<file path="src/verilog/ldfc_defs.vh">
`ifndef LDFC_DEFS_VH
`define LDFC_DEFS_VH

// register addresses carried in the command byte
`define LDFC_ADDR_COMMIT 7'h01
`define LDFC_ADDR_NOP 7'h02
`define LDFC_ADDR_MODE 7'h03
`define LDFC_ADDR_CODE 7'h04
`define LDFC_ADDR_CFG 7'h05
`define LDFC_ADDR_LOW 7'h06

// frame layout
`define LDFC_FRAME_BITS 24
`define LDFC_CMD_READ_BIT 7
`define LDFC_COMMIT_KEY 16'h00FF

// reset values
`define LDFC_MODE_RESET 1'b0
`define LDFC_CFG_RESET 11'h102
`define LDFC_LOW_RESET 8'h24
`define LDFC_CODE_RESET_LOW 16'h2400
`define LDFC_CODE_RESET_HIGH 16'hE800

// fault configuration field positions
`define LDFC_CFG_RETRY_HI 10
`define LDFC_CFG_RETRY_LO 8
`define LDFC_CFG_RETRY_DIS 7
`define LDFC_CFG_LOOP_MASK 6
`define LDFC_CFG_PIN_DIS 5
`define LDFC_CFG_TOUT_OUT_MASK 4
`define LDFC_CFG_TOUT_HI 3
`define LDFC_CFG_TOUT_LO 1
`define LDFC_CFG_TOUT_REPORT_MASK 0

// low alarm limits
`define LDFC_LOW_MAX 8'h80
`define LDFC_LOW_FILL 8'h00

// timing: one interval step and the clock rate
`define LDFC_STEP_MS 50
`define LDFC_CLK_MHZ 100
`define LDFC_STEP_CYCLES (`LDFC_STEP_MS * 1000 * `LDFC_CLK_MHZ)

`endif

</file>
<file path="src/verilog/ldfc_regs.v">
`timescale 1ns/1ns
`include "ldfc_defs.vh"
module ldfc_regs #(
  parameter STEP_CYCLES = `LDFC_STEP_CYCLES
) (
  // clock and reset
  input wire clk,
  input wire reset_n,
  // serial link pins
  input wire sclk,
  input wire chip_select_n,
  input wire sdi,
  output reg sdo_out,
  output reg sdo_oe_n,
  // device pins and neighbouring logic
  input wire alarm_polarity_pin,
  input wire loop_fault,
  input wire [7:0] high_alarm_level,
  input wire status_read,
  // converter and fault pin
  output reg [15:0] output_code,
  output reg fault_pin_out,
  output reg fault_pin_oe_n,
  output reg link_timeout
);

  // cut on purpose: one step fits the 23-bit prescalers
  localparam [31:0] STEP_LAST_W = STEP_CYCLES - 1;
  localparam [31:0] BIT_LAST_W = `LDFC_FRAME_BITS - 1;
  localparam [22:0] STEP_LAST = STEP_LAST_W[22:0];
  localparam [4:0] BIT_LAST = BIT_LAST_W[4:0];

  // synchronised pins
  wire [4:0] pins_s;
  wire sclk_s = pins_s[0];
  wire cs_n_s = pins_s[1];
  wire sdi_s = pins_s[2];
  wire pol_s = pins_s[3];
  wire loop_s = pins_s[4];

  ldfc_sync #(
    .WIDTH(5)
  ) u_sync (
    .clk(clk),
    .async_in({loop_fault, alarm_polarity_pin, sdi, chip_select_n, sclk}),
    .sync_out(pins_s)
  );

  // edge detection on synchronised link signals
  reg sclk_d;
  reg cs_n_d;
  wire sclk_rise = sclk_s & ~sclk_d & ~cs_n_s;
  wire sclk_fall = ~sclk_s & sclk_d & ~cs_n_s;
  wire cs_fall = ~cs_n_s & cs_n_d;
  wire cs_rise = cs_n_s & ~cs_n_d;

  // frame shifter
  reg [23:0] shifter;
  reg [4:0] bit_cnt;
  reg whole_frame;
  reg seen_rise;

  // registers
  reg protect_mode;
  reg [10:0] fault_cfg;
  reg [7:0] low_alarm;

  // staging buffer for protected mode
  reg pend_valid;
  reg [6:0] pend_addr;
  reg [15:0] pend_data;

  // timers and fault state
  reg [22:0] silence_pre;
  reg [3:0] silence_steps;
  reg [22:0] retry_pre;
  reg [3:0] retry_steps;
  reg loop_hold;

  // decoded frame
  wire [7:0] cmd = shifter[23:16];
  wire [15:0] frame_data = shifter[15:0];
  wire frame_done = cs_rise & whole_frame;
  wire is_read = cmd[`LDFC_CMD_READ_BIT];
  wire is_write = frame_done & ~is_read;
  wire is_commit = (cmd[6:0] == `LDFC_ADDR_COMMIT) &&
    (frame_data == `LDFC_COMMIT_KEY);

  // config fields
  wire [2:0] retry_field = fault_cfg[`LDFC_CFG_RETRY_HI:`LDFC_CFG_RETRY_LO];
  wire retry_dis = fault_cfg[`LDFC_CFG_RETRY_DIS];
  wire loop_mask = fault_cfg[`LDFC_CFG_LOOP_MASK];
  wire pin_dis = fault_cfg[`LDFC_CFG_PIN_DIS];
  wire tout_out_mask = fault_cfg[`LDFC_CFG_TOUT_OUT_MASK];
  wire [2:0] tout_field = fault_cfg[`LDFC_CFG_TOUT_HI:`LDFC_CFG_TOUT_LO];
  wire tout_rep_mask = fault_cfg[`LDFC_CFG_TOUT_REPORT_MASK];

  // interval of (field + 1) steps has elapsed
  function expired;
    input [3:0] steps;
    input [2:0] field;
    begin
      expired = steps > {1'b0, field};
    end
  endfunction

  function is_writable;
    input [6:0] addr;
    begin
      is_writable = (addr == `LDFC_ADDR_MODE) ||
        (addr == `LDFC_ADDR_CODE) || (addr == `LDFC_ADDR_CFG) ||
        (addr == `LDFC_ADDR_LOW);
    end
  endfunction

  // register read mux; unlisted addresses read as zero
  function [15:0] read_word;
    input [6:0] addr;
    input pm;
    input [15:0] code;
    input [10:0] cfg;
    input [7:0] low;
    begin
      case (addr)
        `LDFC_ADDR_MODE: read_word = {15'h0000, pm};
        `LDFC_ADDR_CODE: read_word = code;
        `LDFC_ADDR_CFG: read_word = {5'h00, cfg};
        `LDFC_ADDR_LOW: read_word = {low, `LDFC_LOW_FILL};
        default: read_word = 16'h0000;
      endcase
    end
  endfunction

  // write that reaches a register this cycle
  reg wr_go;
  reg [6:0] wr_addr;
  reg [15:0] wr_data;
  reg [15:0] req_code;

  always @* begin
    wr_go = 1'b0;
    wr_addr = cmd[6:0];
    wr_data = frame_data;
    if (is_write) begin
      if (!protect_mode) begin
        wr_go = is_writable(cmd[6:0]);
      end else if (is_commit && pend_valid) begin
        wr_go = 1'b1;
        wr_addr = pend_addr;
        wr_data = pend_data;
      end
    end
  end

  // link edges and frame shifting
  always @(posedge clk) begin
    if (!reset_n) begin
      sclk_d <= 1'b0;
      cs_n_d <= 1'b1;
      shifter <= 24'h000000;
      bit_cnt <= 5'h00;
      whole_frame <= 1'b0;
      seen_rise <= 1'b0;
      sdo_out <= 1'b0;
      sdo_oe_n <= 1'b1;
    end else begin
      sclk_d <= sclk_s;
      cs_n_d <= cs_n_s;
      sdo_oe_n <= cs_n_s;
      if (cs_fall) begin
        bit_cnt <= 5'h00;
        whole_frame <= 1'b0;
        seen_rise <= 1'b0;
        sdo_out <= shifter[23];
      end else if (sclk_rise) begin
        shifter <= {shifter[22:0], sdi_s};
        seen_rise <= 1'b1;
        // only a multiple of 24 edges makes a usable frame
        if (bit_cnt == BIT_LAST) begin
          bit_cnt <= 5'h00;
          whole_frame <= 1'b1;
        end else begin
          bit_cnt <= bit_cnt + 5'h01;
          whole_frame <= 1'b0;
        end
      end else if (sclk_fall && seen_rise) begin
        sdo_out <= shifter[23];
      end else if (frame_done && is_read) begin
        // command byte kept, register contents loaded for next frame
        shifter <= {cmd, read_word(cmd[6:0], protect_mode, output_code,
          fault_cfg, low_alarm)};
      end
    end
  end

  // registers and staging buffer
  always @(posedge clk) begin
    if (!reset_n) begin
      protect_mode <= `LDFC_MODE_RESET;
      fault_cfg <= `LDFC_CFG_RESET;
      low_alarm <= `LDFC_LOW_RESET;
      req_code <= pol_s ? `LDFC_CODE_RESET_HIGH
        : `LDFC_CODE_RESET_LOW;
      pend_valid <= 1'b0;
      pend_addr <= 7'h00;
      pend_data <= 16'h0000;
    end else begin
      if (is_write && protect_mode && is_writable(cmd[6:0])) begin
        pend_valid <= 1'b1;
        pend_addr <= cmd[6:0];
        pend_data <= frame_data;
      end else if (wr_go && protect_mode) begin
        pend_valid <= 1'b0;
      end
      if (wr_go) begin
        case (wr_addr)
          `LDFC_ADDR_MODE: protect_mode <= wr_data[0];
          `LDFC_ADDR_CODE: req_code <= wr_data;
          `LDFC_ADDR_CFG: fault_cfg <= wr_data[10:0];
          `LDFC_ADDR_LOW: begin
            if (wr_data[15:8] <= `LDFC_LOW_MAX) begin
              low_alarm <= wr_data[15:8];
            end
          end
          default: req_code <= req_code;
        endcase
      end
    end
  end

  // link silence timer; any write frame, nop included, restarts it
  always @(posedge clk) begin
    if (!reset_n) begin
      silence_pre <= 23'h000000;
      silence_steps <= 4'h0;
      link_timeout <= 1'b0;
    end else if (is_write) begin
      silence_pre <= 23'h000000;
      silence_steps <= 4'h0;
      link_timeout <= 1'b0;
    end else if (!link_timeout) begin
      if (expired(silence_steps, tout_field)) begin
        link_timeout <= 1'b1;
      end else if (silence_pre == STEP_LAST) begin
        silence_pre <= 23'h000000;
        silence_steps <= silence_steps + 4'h1;
      end else begin
        silence_pre <= silence_pre + 23'h000001;
      end
    end
  end

  // loop fault alarm hold and retry timer
  always @(posedge clk) begin
    if (!reset_n) begin
      loop_hold <= 1'b0;
      retry_pre <= 23'h000000;
      retry_steps <= 4'h0;
    end else if (loop_mask) begin
      loop_hold <= 1'b0;
      retry_pre <= 23'h000000;
      retry_steps <= 4'h0;
    end else if (!loop_hold) begin
      loop_hold <= loop_s;
      retry_pre <= 23'h000000;
      retry_steps <= 4'h0;
    end else if (retry_dis) begin
      // a fault still present re-arms the alarm one clock after the release
      if (status_read) begin
        loop_hold <= 1'b0;
      end
    end else if (expired(retry_steps, retry_field)) begin
      loop_hold <= 1'b0;
    end else if (retry_pre == STEP_LAST) begin
      retry_pre <= 23'h000000;
      retry_steps <= retry_steps + 4'h1;
    end else begin
      retry_pre <= retry_pre + 23'h000001;
    end
  end

  // converter code and fault pin
  wire tout_reported = link_timeout & ~tout_rep_mask;
  wire tout_alarm = tout_reported & ~tout_out_mask;

  always @(posedge clk) begin
    if (!reset_n) begin
      output_code <= pol_s ? `LDFC_CODE_RESET_HIGH : `LDFC_CODE_RESET_LOW;
      fault_pin_out <= 1'b0;
      fault_pin_oe_n <= 1'b1;
    end else begin
      fault_pin_out <= 1'b0;
      fault_pin_oe_n <= ~((loop_s & ~pin_dis) |
        tout_reported);
      if (tout_alarm) begin
        output_code <= pol_s ? {high_alarm_level, `LDFC_LOW_FILL}
          : {low_alarm, `LDFC_LOW_FILL};
      end else if (loop_hold) begin
        output_code <= {low_alarm, `LDFC_LOW_FILL};
      end else begin
        output_code <= req_code;
      end
    end
  end

endmodule

</file>
<file path="src/verilog/ldfc_sync.v">
`timescale 1ns/1ns
module ldfc_sync #(
  parameter WIDTH = 1
) (
  // clock
  input wire clk,
  // asynchronous levels in, synchronised levels out
  input wire [WIDTH-1:0] async_in,
  output reg [WIDTH-1:0] sync_out
);

  reg [WIDTH-1:0] stage;

  // no reset: the chain must track the pins while reset is held
  always @(posedge clk) begin
    stage <= async_in;
    sync_out <= stage;
  end

endmodule

</file>
<file path="config.mk">
export PLATFORM = sky130hd
export DESIGN_NAME = ldfc_regs
export DESIGN_NICKNAME = d
export VERILOG_FILES = /design/src/verilog/ldfc_regs.v /design/src/verilog/ldfc_sync.v
export VERILOG_INCLUDE_DIRS = /design/src /design/src/verilog
export SDC_FILE = /design/constraint.sdc
export NUM_CORES = 1
export LEC_CHECK = 0
export BUFFER_PORTS_ARGS = -buffer_cell sky130_fd_sc_hd__buf_4
export CAP_MARGIN = 20
export CORE_MARGIN = 2
export CORE_UTILIZATION = 55
export DETAILED_ROUTE_END_ITERATION = 12
export PLACE_DENSITY = 0.86
export SLEW_MARGIN = 20
export SYNTH_ARGS = -nofsm -noshare
export SYNTH_HDL_FRONTEND = slang
export SYNTH_HIERARCHICAL = 1
export SYNTH_SLANG_ARGS = --single-unit
</file>
<file path="constraint.sdc">
create_clock -name clk -period 3.6 [get_ports clk]
set_clock_uncertainty 0.2 [all_clocks]
set_input_delay 0.18 -clock clk [delete_from_list [all_inputs] [get_ports clk]]
set_output_delay 0.18 -clock clk [all_outputs]
set_load 0.02 [all_outputs]
</file>
==> results.md, run 1 <==
- Status: finished, final reports clean
- Min cycle time layout: 3030 ps
- EDFF count, synth: 16
- Warnings, synthesis: 6
- Rel. slew slack: 43.5%
- Post-synthesis cell type count: 73
- WP data required: 3730 ps
- Filler Cells Inserted: 1152
- Routing usage on met2: 39.2%
- Post-detail-place hpwl: 12100 microns
- Most common cell after layout, fill and taps aside: dfxtp_1
- GP Congestion: 0.916
- First-pass GRT wire length: 30500 microns
- I/O Buffers: 35
- Maximum vdd drop: 0.403 mV
- Area contributors post-synth: dfxtp_1 (40%), nor2_1 (6.1%), edfxtp_1 (6.0%)
- Area Overhead vs Synth: 14.1%
- CP arrival: 3160 ps
- Antenna violations before repair: 0
- I/O Pins: 37
- Number of global-route vias before repair: 6457
- Clk sinks: 177
- Pwr Total: 4.19 mW
- Crit path kind: reg -> reg
- Final Setup Violations: 0
- Flop2flop setup slack: 570 ps
- Die Ht: 124 microns
- Antenna cell count: 0
- Routed WL: 18300 microns
- Most frequent cells in the layout: dfxtp_1 (161), nor2_1 (129), nand2_1 (68)
- Worst Hold Class: in -> reg
- CTS tree: yes
- Worst-Skew Late Latency: 440 ps
- Crit path buf inv count: 0
- Crit-path leading delay family: simple AND/OR/NAND/NOR gates
- Top FF cell, synth: dfxtp_1
- Worst r2r dst: fault_cfg[3]
- Clk slew on worst S/H paths: 70 ps
- Fin cells: 1119
- Synth async-reset ratio: 0%
- Unrepaired setup endpoints after global routing: false
- Clk buf depth: 2
- Cell count after placement: 1072
- Gr busiest metal: met2
- Worst path slowest cell: or4_1
- Routed length per instance: 16.3 microns
- Final #Nets: 949
- R2r worst-path depth: 6
- F_max: 330 MHz
- Hold depth: 4
- Area of the die: 15500 sq um
- Gate count of the mapped netlist: 892
- DRC violations left: 0
- Setup TNS: 0 ps
- Post-Syn Area: 7980 sq um
- CTS Hold Bufs: 15
- Die X: 124 microns
- Hold Path Origin: high_alarm_level[1]
- Cell taking the most area after synthesis: dfxtp_1
- DRT iter0 DRCs: 614
- Drt pass-1 iters: 5
- CTS Buf Count: 17
- Critical Path Max Stage Delay: 710 ps
- Number of H-tree levels: 4
- Syn Nets: 919
- Max-slew violations: 0
- Via count: 6684
- Sequential-to-total area share from yosys stat: 46.4%
- Core area: 14400 sq um
- Rows: 44
- Cell chain of the critical path: or4_1 -> nor4_4 -> a31o_2 -> and3b_1 -> a211oi_1 -> a31o_1
- Worst-Margin Slew: 846 ps
- Number of synthesized register bits: 177
- Syn Area/Cell: 8.94 sq um
- CP startpoint kind: flip-flop
- Top-area cell type share of the netlist area: 40.4%
- Total of max-cap violations: 0
- Gr usage total: 23.8%
- Met1 global-route usage: 30.9%
- Hold Crit Endpoint: output_code[9]
- Number of post-CTS setup repair buffers: 0
- Vias per inst: 5.97
- Static Leak: 3.27 nW
- CP Capture Type: flip-flop
- Total grt overflow: 0
- Share of cells above drive strength 1: 11.6%
- Starting Density: 55.5%
- Root buffer cell: clkbuf_16
- Crit-path max FO: 15
- Met3 Usage GRT: 4.73%
- Cell Pwr Density: 460 nW/um^2
- Post_cts resized: 0
- Largest net degree at the start of global routing: 42
- Final hold violation count: 0
- Period utilization: 84.2%
- R2r startpoint: shifter[19]
- Remaining antenna violation count: 0
[metrics by stage]
| step | utilization [%] | setup WS, ps | hold slack [ps] | cell area, sq um |
|---|---|---|---|---|
| after CTS | 63.3 | 620 | 10.9 | 9100 |
| after global routing | 63.3 | 386 | 64.2 | 9100 |
| after floorplan | - | 15.1 | 7.72 | 7980 |
| final | 63.3 | 568 | 16.3 | 9100 |
| after detailed placement | 58.1 | 630 | 85.6 | 8340 |
| after global placement | 58.1 | 712 | 87.7 | 8340 |
[routing by layer]
metal  part of all wire [%]  vias up
met5                      0        -
met2                     48      194
met1                     45     3214
li1                       -     3243
met4                    1.9        0
met3                    5.5       33
[kinds of logic after synthesis]
| group | synth area share [%] |
|---|---|
| other | 0.0470 |
| multiplexers | 6.18 |
| AND/OR/NAND/NOR | 23.7 |
| flip-flops | 46.4 |
| buffers and inverters | 4.22 |
| adder cells (fa/ha/maj) | 1.73 |
| AO/OA/AOI/OAI | 13.1 |
| XOR/XNOR | 4.61 |
[worst register-to-register path, cell delays in order (launching register included)]
cell,delay (ps)
dfxtp_1,330
or4_1,710
nor4_4,460
a31o_2,270
and3b_1,570
a211oi_1,170
a31o_1,220
[layout make-up]
class	count	area, sq um	share of cell area, %
Multi-Input combinational cell	635	3940	43.3
Sequential cell	177	3700	40.7
Timing Repair Buffer	63	510	5.61
Clock buffer	17	425	4.67
Tap cell	184	230	2.53
Clock inverter	15	183	2.01
Inverter	28	105	1.15
[worst max path at each step]
stage,startpoint,endpoint,slack [ps],cells after the start
after global placement,shifter[19],fault_cfg[3],710,6
after global routing,u_sync/sync_out[1],fault_cfg[3],390,6
after CTS,shifter[19],fault_cfg[3],620,6
after detailed placement,shifter[19],fault_cfg[3],630,6
after floorplan,shifter[17],req_code[0],20,8
final,shifter[19],fault_cfg[3],570,6
[report_power, final]
| part | total, mW | internal, mW | switching [mW] | leakage (nW) |
|---|---|---|---|---|
| clock | 1.90 | 1.10 | 0.799 | 0.288 |
| combinational | 0.218 | 0.0911 | 0.127 | 1.51 |
| sequential | 2.07 | 2.03 | 0.0411 | 1.47 |
[state kept, by name (all words and copies together), names as in the netlist, 4 cells and up]
signal and cells:
retry_steps 4, u_sync/sync_out 5, req_code 16, pend_data 16, shifter 24, output_code 16, silence_steps 4, fault_cfg 11
low_alarm 8, bit_cnt 5, pend_addr 7, retry_pre 23, silence_pre 23, u_sync/stage 5
[cells in the mapped netlist, drive strengths merged (23+ instances only)]
cell / instances
a21oi: 59
mux2i: 38
nand2: 68
nand3: 31
nor4: 28
inv: 28
clkbuf: 40
xnor2: 39
dfxtp: 161
nor3: 25
o21ai: 23
nor2: 129
Power figures use the tool's default switching activity.
==> run 2: changes to the inputs <==
--- a/config.mk
+++ b/config.mk
@@ -6,12 +6,13 @@
 export SDC_FILE = /design/constraint.sdc
 export NUM_CORES = 1
 export LEC_CHECK = 0
+export ABC_AREA = 1
 export BUFFER_PORTS_ARGS = -buffer_cell sky130_fd_sc_hd__buf_4
 export CAP_MARGIN = 20
 export CORE_MARGIN = 2
 export CORE_UTILIZATION = 55
 export DETAILED_ROUTE_END_ITERATION = 12
-export PLACE_DENSITY = 0.86
+export PLACE_DENSITY = 0.83
 export SLEW_MARGIN = 20
 export SYNTH_ARGS = -nofsm -noshare
 export SYNTH_HDL_FRONTEND = slang
==> constraint.sdc (replaced) <==
create_clock -name clk -period 3 [get_ports clk]
set_clock_uncertainty 0.2 [all_clocks]
set_input_delay 0.15 -clock clk [delete_from_list [all_inputs] [get_ports clk]]
set_output_delay 0.15 -clock clk [all_outputs]
set_load 0.02 [all_outputs]
==> run 2 against run 1 <==
Net effect: synthesized cell count increased by 30%; non-clock buffer count rose by 4; sequential cell count unchanged; register-to-register slack got worse by 200 ps; clock-buffer cell count rose by 1; final cell count up 26%; synthesized area increased by 5.6%; via count rose by 20%; first-iteration DRC count grew 43%; clock power is 22% higher; highest routed layer unchanged; design area increased by 5.7%; sequential share of layout area is 2.2 points lower.
==> results.md, run 2 <==
- Crit path kind: reg -> reg (unchanged)
- Internal power: 3.87 mW (was 3.22 mW)
- Warnings, synthesis: 6 (unchanged)
- Mux share of post-synthesis cell area: 0% (was 6.18%)
- Commonest cells in the netlist: nand2_1 (208), dfxtp_1 (161), inv_1 (159), nor2_1 (129), a21oi_1 (99) (was dfxtp_1 (161), nor2_1 (129), nand2_1 (68), a21oi_1 (56), clkbuf_1 (40))
- Synth async-reset ratio: 0% (unchanged)
- EDFF count, synth: 16 (unchanged)
- Static Leak: 3.74 nW (was 3.27 nW)
- Clk slew on worst S/H paths: 70 ps (about the same)
- Fin area: 9620 sq um (was 9100 sq um)
- Clk buf depth: 2 (unchanged)
- Antenna violations before repair: 0 (unchanged)
- GP Congestion: 0.911 (was 0.916)
- Total grt overflow: 0 (unchanged)
- Routed length per instance: 15.0 microns (was 16.3 microns)
- Adder-cell share of the synthesized area: 1.63% (was 1.73%)
- Number of H-tree levels: 4 (unchanged)
- Area of the die: 16300 sq um (was 15500 sq um)
- Sw Share: 23.8% (was 23.1%)
- Synth Area in Compound Gates: 15.8% (was 13.1%)
- Via count: 8027 (was 6684)
- Hold Slack: 15.1 ps (was 16.3 ps)
- Post-Syn Area: 8430 sq um (was 7980 sq um)
- Most frequent cells in the layout: nand2_1 (207), dfxtp_1 (161), inv_1 (159) (was dfxtp_1 (161), nor2_1 (129), nand2_1 (68))
- XOR/XNOR share of the synthesized area: 1.14% (was 4.61%)
- Cell taking the most area after synthesis: dfxtp_1 (unchanged)
- Sequential Area: 3700 sq um (unchanged)
- Worst-Skew Late Latency: 440 ps (about the same)
- Rel. slew slack: 52.3% (was 43.5%)
- Rows: 45 (was 44)
- Largest net degree at the start of global routing: 64 (was 42)
- Gr usage total: 26.5% (was 23.8%)
- Post-synthesis cell type count: 44 (was 73)
- Core area: 15100 sq um (was 14400 sq um)
- DRC violations left: 0 (unchanged)
- Largest family of logic cells by synthesized area: simple AND/OR/NAND/NOR gates (unchanged)
- Min cycle time layout: 2630 ps (was 3030 ps)
- Setup TNS: 0 ps (unchanged)
- Top-area cell type share of the netlist area: 38.3% (was 40.4%)
- Layout Utilization: 63.7% (was 63.3%)
- Starting Density: 55.8% (was 55.5%)
- Final #Nets: 1232 (was 949)
- Setup slack after layout: 366 ps (was 568 ps)
- DRT iter0 DRCs: 876 (was 614)
- Top FF cell, synth: dfxtp_1 (unchanged)
- Gate count of the mapped netlist: 1162 (was 892)
- Total of max-cap violations: 0 (unchanged)
- Clk sinks: 177 (unchanged)
- Comb pwr share: 5.8% (was 5.2%)
- CP startpoint kind: flip-flop (unchanged)
- Filler Cells Inserted: 1305 (was 1152)
- Psw: 1.21 mW (was 0.966 mW)
- I/O Pins: 37 (unchanged)
- Area share of and/or/nand/nor cells after synthesis: 27.8% (was 23.7%)
- Final hold violation count: 0 (unchanged)
- Drt pass-1 iters: 6 (was 5)
- Remaining antenna violation count: 0 (unchanged)
- Biggest regs: shifter x24, retry_pre x23, silence_pre x23 (unchanged)
- Cell Pwr Density: 528 nW/um^2 (was 460 nW/um^2)
- WP data required: 3120 ps (was 3730 ps)
- Number of global-route vias before repair: 7506 (was 6457)
- Final Setup Violations: 0 (unchanged)
- Maximum vdd drop: 0.487 mV (was 0.403 mV)
- Die Ht: 128 microns (was 124 microns)
- Number of synthesized register bits: 177 (unchanged)
- Die X: 128 microns (was 124 microns)
- Root buffer cell: clkbuf_16 (unchanged)
- Post-detail-place hpwl: 14300 microns (was 12100 microns)
- CP Capture Type: flip-flop (unchanged)
- Period utilization: 87.8% (was 84.2%)
- Seq pwr share: 48.7% (was 49.5%)
- Area Overhead vs Synth: 14.2% (was 14.1%)
- Antenna cell count: 0 (unchanged)
- Most common cell after layout, fill and taps aside: nand2_1 (was dfxtp_1)
- Area after DPL: 8870 sq um (was 8340 sq um)
- Multi-input gate area: 3920 sq um (was 3940 sq um)
- Syn Area/Cell: 7.25 sq um (was 8.94 sq um)
- Unrepaired setup endpoints after global routing: false (unchanged)
- Max-slew violations: 0 (unchanged)
- Pre-CTS setup slack: 342 ps (was 630 ps)
- Worst-Margin Slew: 712 ps (was 846 ps)
- CP arrival: 2750 ps (was 3160 ps)
- Syn Nets: 1189 (was 919)
- Routed WL: 21100 microns (was 18300 microns)
- Status: finished, final reports clean (unchanged)
- I/O Buffers: 35 (unchanged)
- Max reg flops: 24 (unchanged)
- Area contributors post-synth: dfxtp_1 (38%), nand2_1 (9.3%), inv_1 (7.1%) (was dfxtp_1 (40%), nor2_1 (6.1%), edfxtp_1 (6.0%))
- First-pass GRT wire length: 34900 microns (was 30500 microns)
- Count leader, synth: nand2_1 (was dfxtp_1)
- F_max: 380 MHz (was 330 MHz)
- Vias per inst: 5.71 (was 5.97)
- CTS Buf Count: 17 (unchanged)
- Worst Hold Class: in -> reg (unchanged)
- Clock power share: 45.4% (was 45.3%)
- Share of cells above drive strength 1: 9.36% (was 11.6%)
- CTS tree: yes (unchanged)
- Crit-path max FO: 14 (was 15)
- Sequential-to-total area share from yosys stat: 44.0% (was 46.4%)
- Largest Register: shifter (unchanged)
-- run 2: power groups by stage --
stage / Combinational (mW) / Clock, mW / Sequential, mW
CTS: 0.292 / 2.33 / 2.47
floorplan: 0.171 / 0 / 2.53
global route: 0.328 / 2.42 / 2.48
global placement: 0.271 / 0 / 2.53
detailed placement: 0.275 / 0 / 2.53
finish: 0.296 / 2.31 / 2.48
-- run 2: area by class of cell --
type / count / area share (%)
sequential: 177 / 38.5
tap: 188 / 2.45
multi-input combinational: 777 / 40.7
clock buffer: 18 / 4.46
inverter: 165 / 6.44
clock inverter: 14 / 1.83
timing repair buffer: 67 / 5.59
-- run 2: critical path: stages, from the launching register on --
cell and delay (ps):
dfxtp_1 340, inv_1 60, ha_1 310, a21oi_1 150, nor2_1 50, o21ai_0 220
nand2_2 220, nor2_1 340, inv_1 110, nand2_2 170, inv_1 170, o21ai_0 120
a21oi_1 60
-- run 2: per-layer routing --
metal  share of wire, %  wire [microns]  vias up  global-route usage [%]
met3                6.2            1310       51                    5.51
met2                 48           10100      290                    45.0
met1                 44            9220     3710                    33.4
met5                  0               0        -                       0
met4                2.3             485        0                    9.44
li1                   -               -     3976                       -
-- run 2: path summary, 6_finish.rpt --
| kind | startpoint | endpoint | slack (ps) | depth (start not counted) |
|---|---|---|---|---|
| worst max-delay path | fault_cfg[2] | silence_pre[7] | 370 | 12 |
| worst min-delay path | reset_n | loop_hold | 20 | 4 |
| worst max register to register | fault_cfg[2] | silence_pre[7] | 370 | 12 |
| worst min register to register | u_sync/stage[0] | u_sync/sync_out[0] | 130 | 0 |
-- run 2: kinds of logic (layout without fill, tap and decap cells) --
logic type      count (synthesis)  in the layout
simple gates                  521            521
flops                         177            177
other cells                     1              1
compound gates                233            233
xor+xnor                       11             11
fa+ha+maj                      11             11
buf+inv                       208            264
-- run 2: what timing repair did --
| item | in CTS | in global routing |
|---|---|---|
| setup endpoints to repair | 0 | 1 |
| buffers inserted | 0 | 0 |
| endpoints found under the hold margin | 14 | 0 |
| hold buffers | 14 | 0 |
| resized for setup | 0 | 1 |
-- run 2: stage by stage --
stage,instances,power [mW]
3_5_place_dp,1360,2.80
4_1_cts,1406,5.09
3_3_place_gp,1360,2.80
6_report,1406,5.08
2_1_floorplan,1162,2.71
5_1_grt,1406,5.23
==> run 3: changes to the inputs <==
==> constraint.sdc (replaced) <==
create_clock -name clk -period 3 [get_ports clk]
set_clock_uncertainty 0.2 [all_clocks]
set_input_delay 0.6 -clock clk [delete_from_list [all_inputs] [get_ports clk]]
set_output_delay 0.6 -clock clk [all_outputs]
set_load 0.02 [all_outputs]
==> run 3 against run 2 <==
Net effect: register-to-register slack barely moved; largest power group unchanged; clock-buffer cell count grew 3; die area unchanged.
==> results.md, run 3 (synthesis gave the netlist of run 2 again) <==
- Status: finished, final reports clean (unchanged)
- Filler Cells Inserted: 1343 (was 1305)
- Worst-Margin Slew: 751 ps (was 712 ps)
- Setup TNS: 0 ps (unchanged)
- Period utilization: 88.1% (was 87.8%)
- Final #Nets: 1220 (was 1232)
- Area Overhead vs Synth: 12.4% (was 14.2%)
- CTS Hold Bufs: 0 (was 14)
- Routed WL: 20200 microns (was 21100 microns)
- Most frequent cells in the layout: nand2_1 (208), dfxtp_1 (161), inv_1 (159) (was nand2_1 (207), dfxtp_1 (161), inv_1 (159))
- Routed length per instance: 14.5 microns (was 15.0 microns)
- Unrepaired setup endpoints after global routing: false (unchanged)
- Number of post-CTS setup repair buffers: 0 (unchanged)
- CP arrival: 2560 ps (was 2750 ps)
- Maximum vdd drop: 0.496 mV (was 0.487 mV)
- F_max: 378 MHz (was 380 MHz)
- GP Congestion: 0.919 (was 0.911)
- Rel. slew slack: 49.8% (was 52.3%)
- Gr usage total: 25.6% (was 26.5%)
- Number of global-route vias before repair: 7270 (was 7506)
- Cell Pwr Density: 522 nW/um^2 (was 528 nW/um^2)
- Antenna cell count: 0 (unchanged)
- Share of cells above drive strength 1: 9.54% (was 9.36%)
- Die Ht: 128 microns (unchanged)
- Drt pass-1 iters: 8 (was 6)
- Number of H-tree levels: 4 (unchanged)
- Rows: 45 (unchanged)
- Core area: 15100 sq um (unchanged)
- Pwr Total: 4.94 mW (was 5.08 mW)
- Via count: 7896 (was 8027)
- CP startpoint kind: flip-flop (unchanged)
- Post-detail-place hpwl: 14200 microns (was 14300 microns)
- Static Leak: 3.68 nW (was 3.74 nW)
- Vias per inst: 5.66 (was 5.71)
- Clk buf depth: 2 (unchanged)
- Final Setup Violations: 0 (unchanged)
- Total grt overflow: 0 (unchanged)
- Sequential Area: 3700 sq um (unchanged)
- Biggest regs: shifter x24, retry_pre x23, silence_pre x23 (unchanged)
- Starting Density: 55.8% (unchanged)
- Worst Hold Class: in -> reg (unchanged)
- Largest Register: shifter (unchanged)
- Crit-path max FO: 19 (was 14)
- DRC violations left: 0 (unchanged)
- Root buffer cell: clkbuf_16 (unchanged)
- Worst-Skew Late Latency: 440 ps (about the same)
- DRT iter0 DRCs: 783 (was 876)
- Antenna violations before repair: 0 (unchanged)
- Crit path kind: reg -> reg (unchanged)
- Area of the die: 16300 sq um (unchanged)
- Clk slew on worst S/H paths: 70 ps (about the same)
- Setup slack after layout: 357 ps (was 366 ps)
- Remaining antenna violation count: 0 (unchanged)
- CTS Buf Count: 17 (unchanged)
- Clk sinks: 177 (unchanged)
- Final hold violation count: 0 (unchanged)
- Most common cell after layout, fill and taps aside: nand2_1 (unchanged)
- Max-slew violations: 0 (unchanged)
- I/O Pins: 37 (unchanged)
- Largest net degree at the start of global routing: 64 (unchanged)
- Pre-CTS setup slack: 408 ps (was 342 ps)
- Min cycle time layout: 2640 ps (was 2630 ps)
- Max reg flops: 24 (unchanged)
- CP Capture Type: flip-flop (unchanged)
- I/O Buffers: 35 (unchanged)
- Total of max-cap violations: 0 (unchanged)
- First-pass GRT wire length: 33900 microns (was 34900 microns)
- CTS tree: yes (unchanged)
- Multi-input gate area: 3920 sq um (about the same)
- Die X: 128 microns (unchanged)
- WP data required: 2910 ps (was 3120 ps)
- Post_cts resized: 0 (unchanged)
run 3: through the flow:
| stage | hold WS [ps] | std cells | utilization, % | area [sq um] |
|---|---|---|---|---|
| after floorplan | 110 | 1162 | - | 8430 |
| after global placement | 110 | 1362 | 58.9 | 8890 |
| after detailed placement | 114 | 1362 | 58.9 | 8890 |
| after CTS | 52.6 | 1394 | 62.8 | 9470 |
| after global routing | 46.4 | 1394 | 62.8 | 9470 |
| final | 65.9 | 1394 | 62.8 | 9470 |
run 3: worst paths after layout:
| kind | slack (ps) | to | cells after the start | start |
|---|---|---|---|---|
| worst max-delay path | 360 | req_code[9] | 9 | shifter[7] |
| worst min-delay path | 70 | u_sync/stage[1] | 1 | chip_select_n |
| worst min register to register | 130 | u_sync/sync_out[0] | 0 | u_sync/stage[0] |
| worst max register to register | 360 | req_code[9] | 9 | shifter[7] |
run 3: critical path: stages, from the launching register on:
cell	delay [ps]
dfxtp_1	390
inv_2	60
nor2_1	90
nand3b_1	90
nor2_2	280
nand3_4	260
o21ai_2	260
inv_1	210
o21ai_1	170
buf_4	280
run 3: final cells by class:
| type | count | share of cell area (%) |
|---|---|---|
| sequential | 177 | 39.1 |
| timing repair buffer | 55 | 4.36 |
| clock buffer | 21 | 4.86 |
| tap | 188 | 2.48 |
| multi-input combinational | 777 | 41.3 |
| inverter | 165 | 6.54 |
| clock inverter | 11 | 1.29 |
run 3: per-layer routing:
metal,GRT usage [%],wire [microns],up-vias
met5,0,0,-
met4,9.05,405,0
met3,5.13,1130,39
met2,42.9,9710,281
met1,33.0,8980,3626
li1,-,-,3950
run 3: power breakdown:
| part | leakage, nW | internal (mW) | switching [mW] |
|---|---|---|---|
| clock | 0.280 | 1.21 | 0.974 |
| sequential | 1.47 | 2.44 | 0.0372 |
| combinational | 1.93 | 0.0943 | 0.183 |
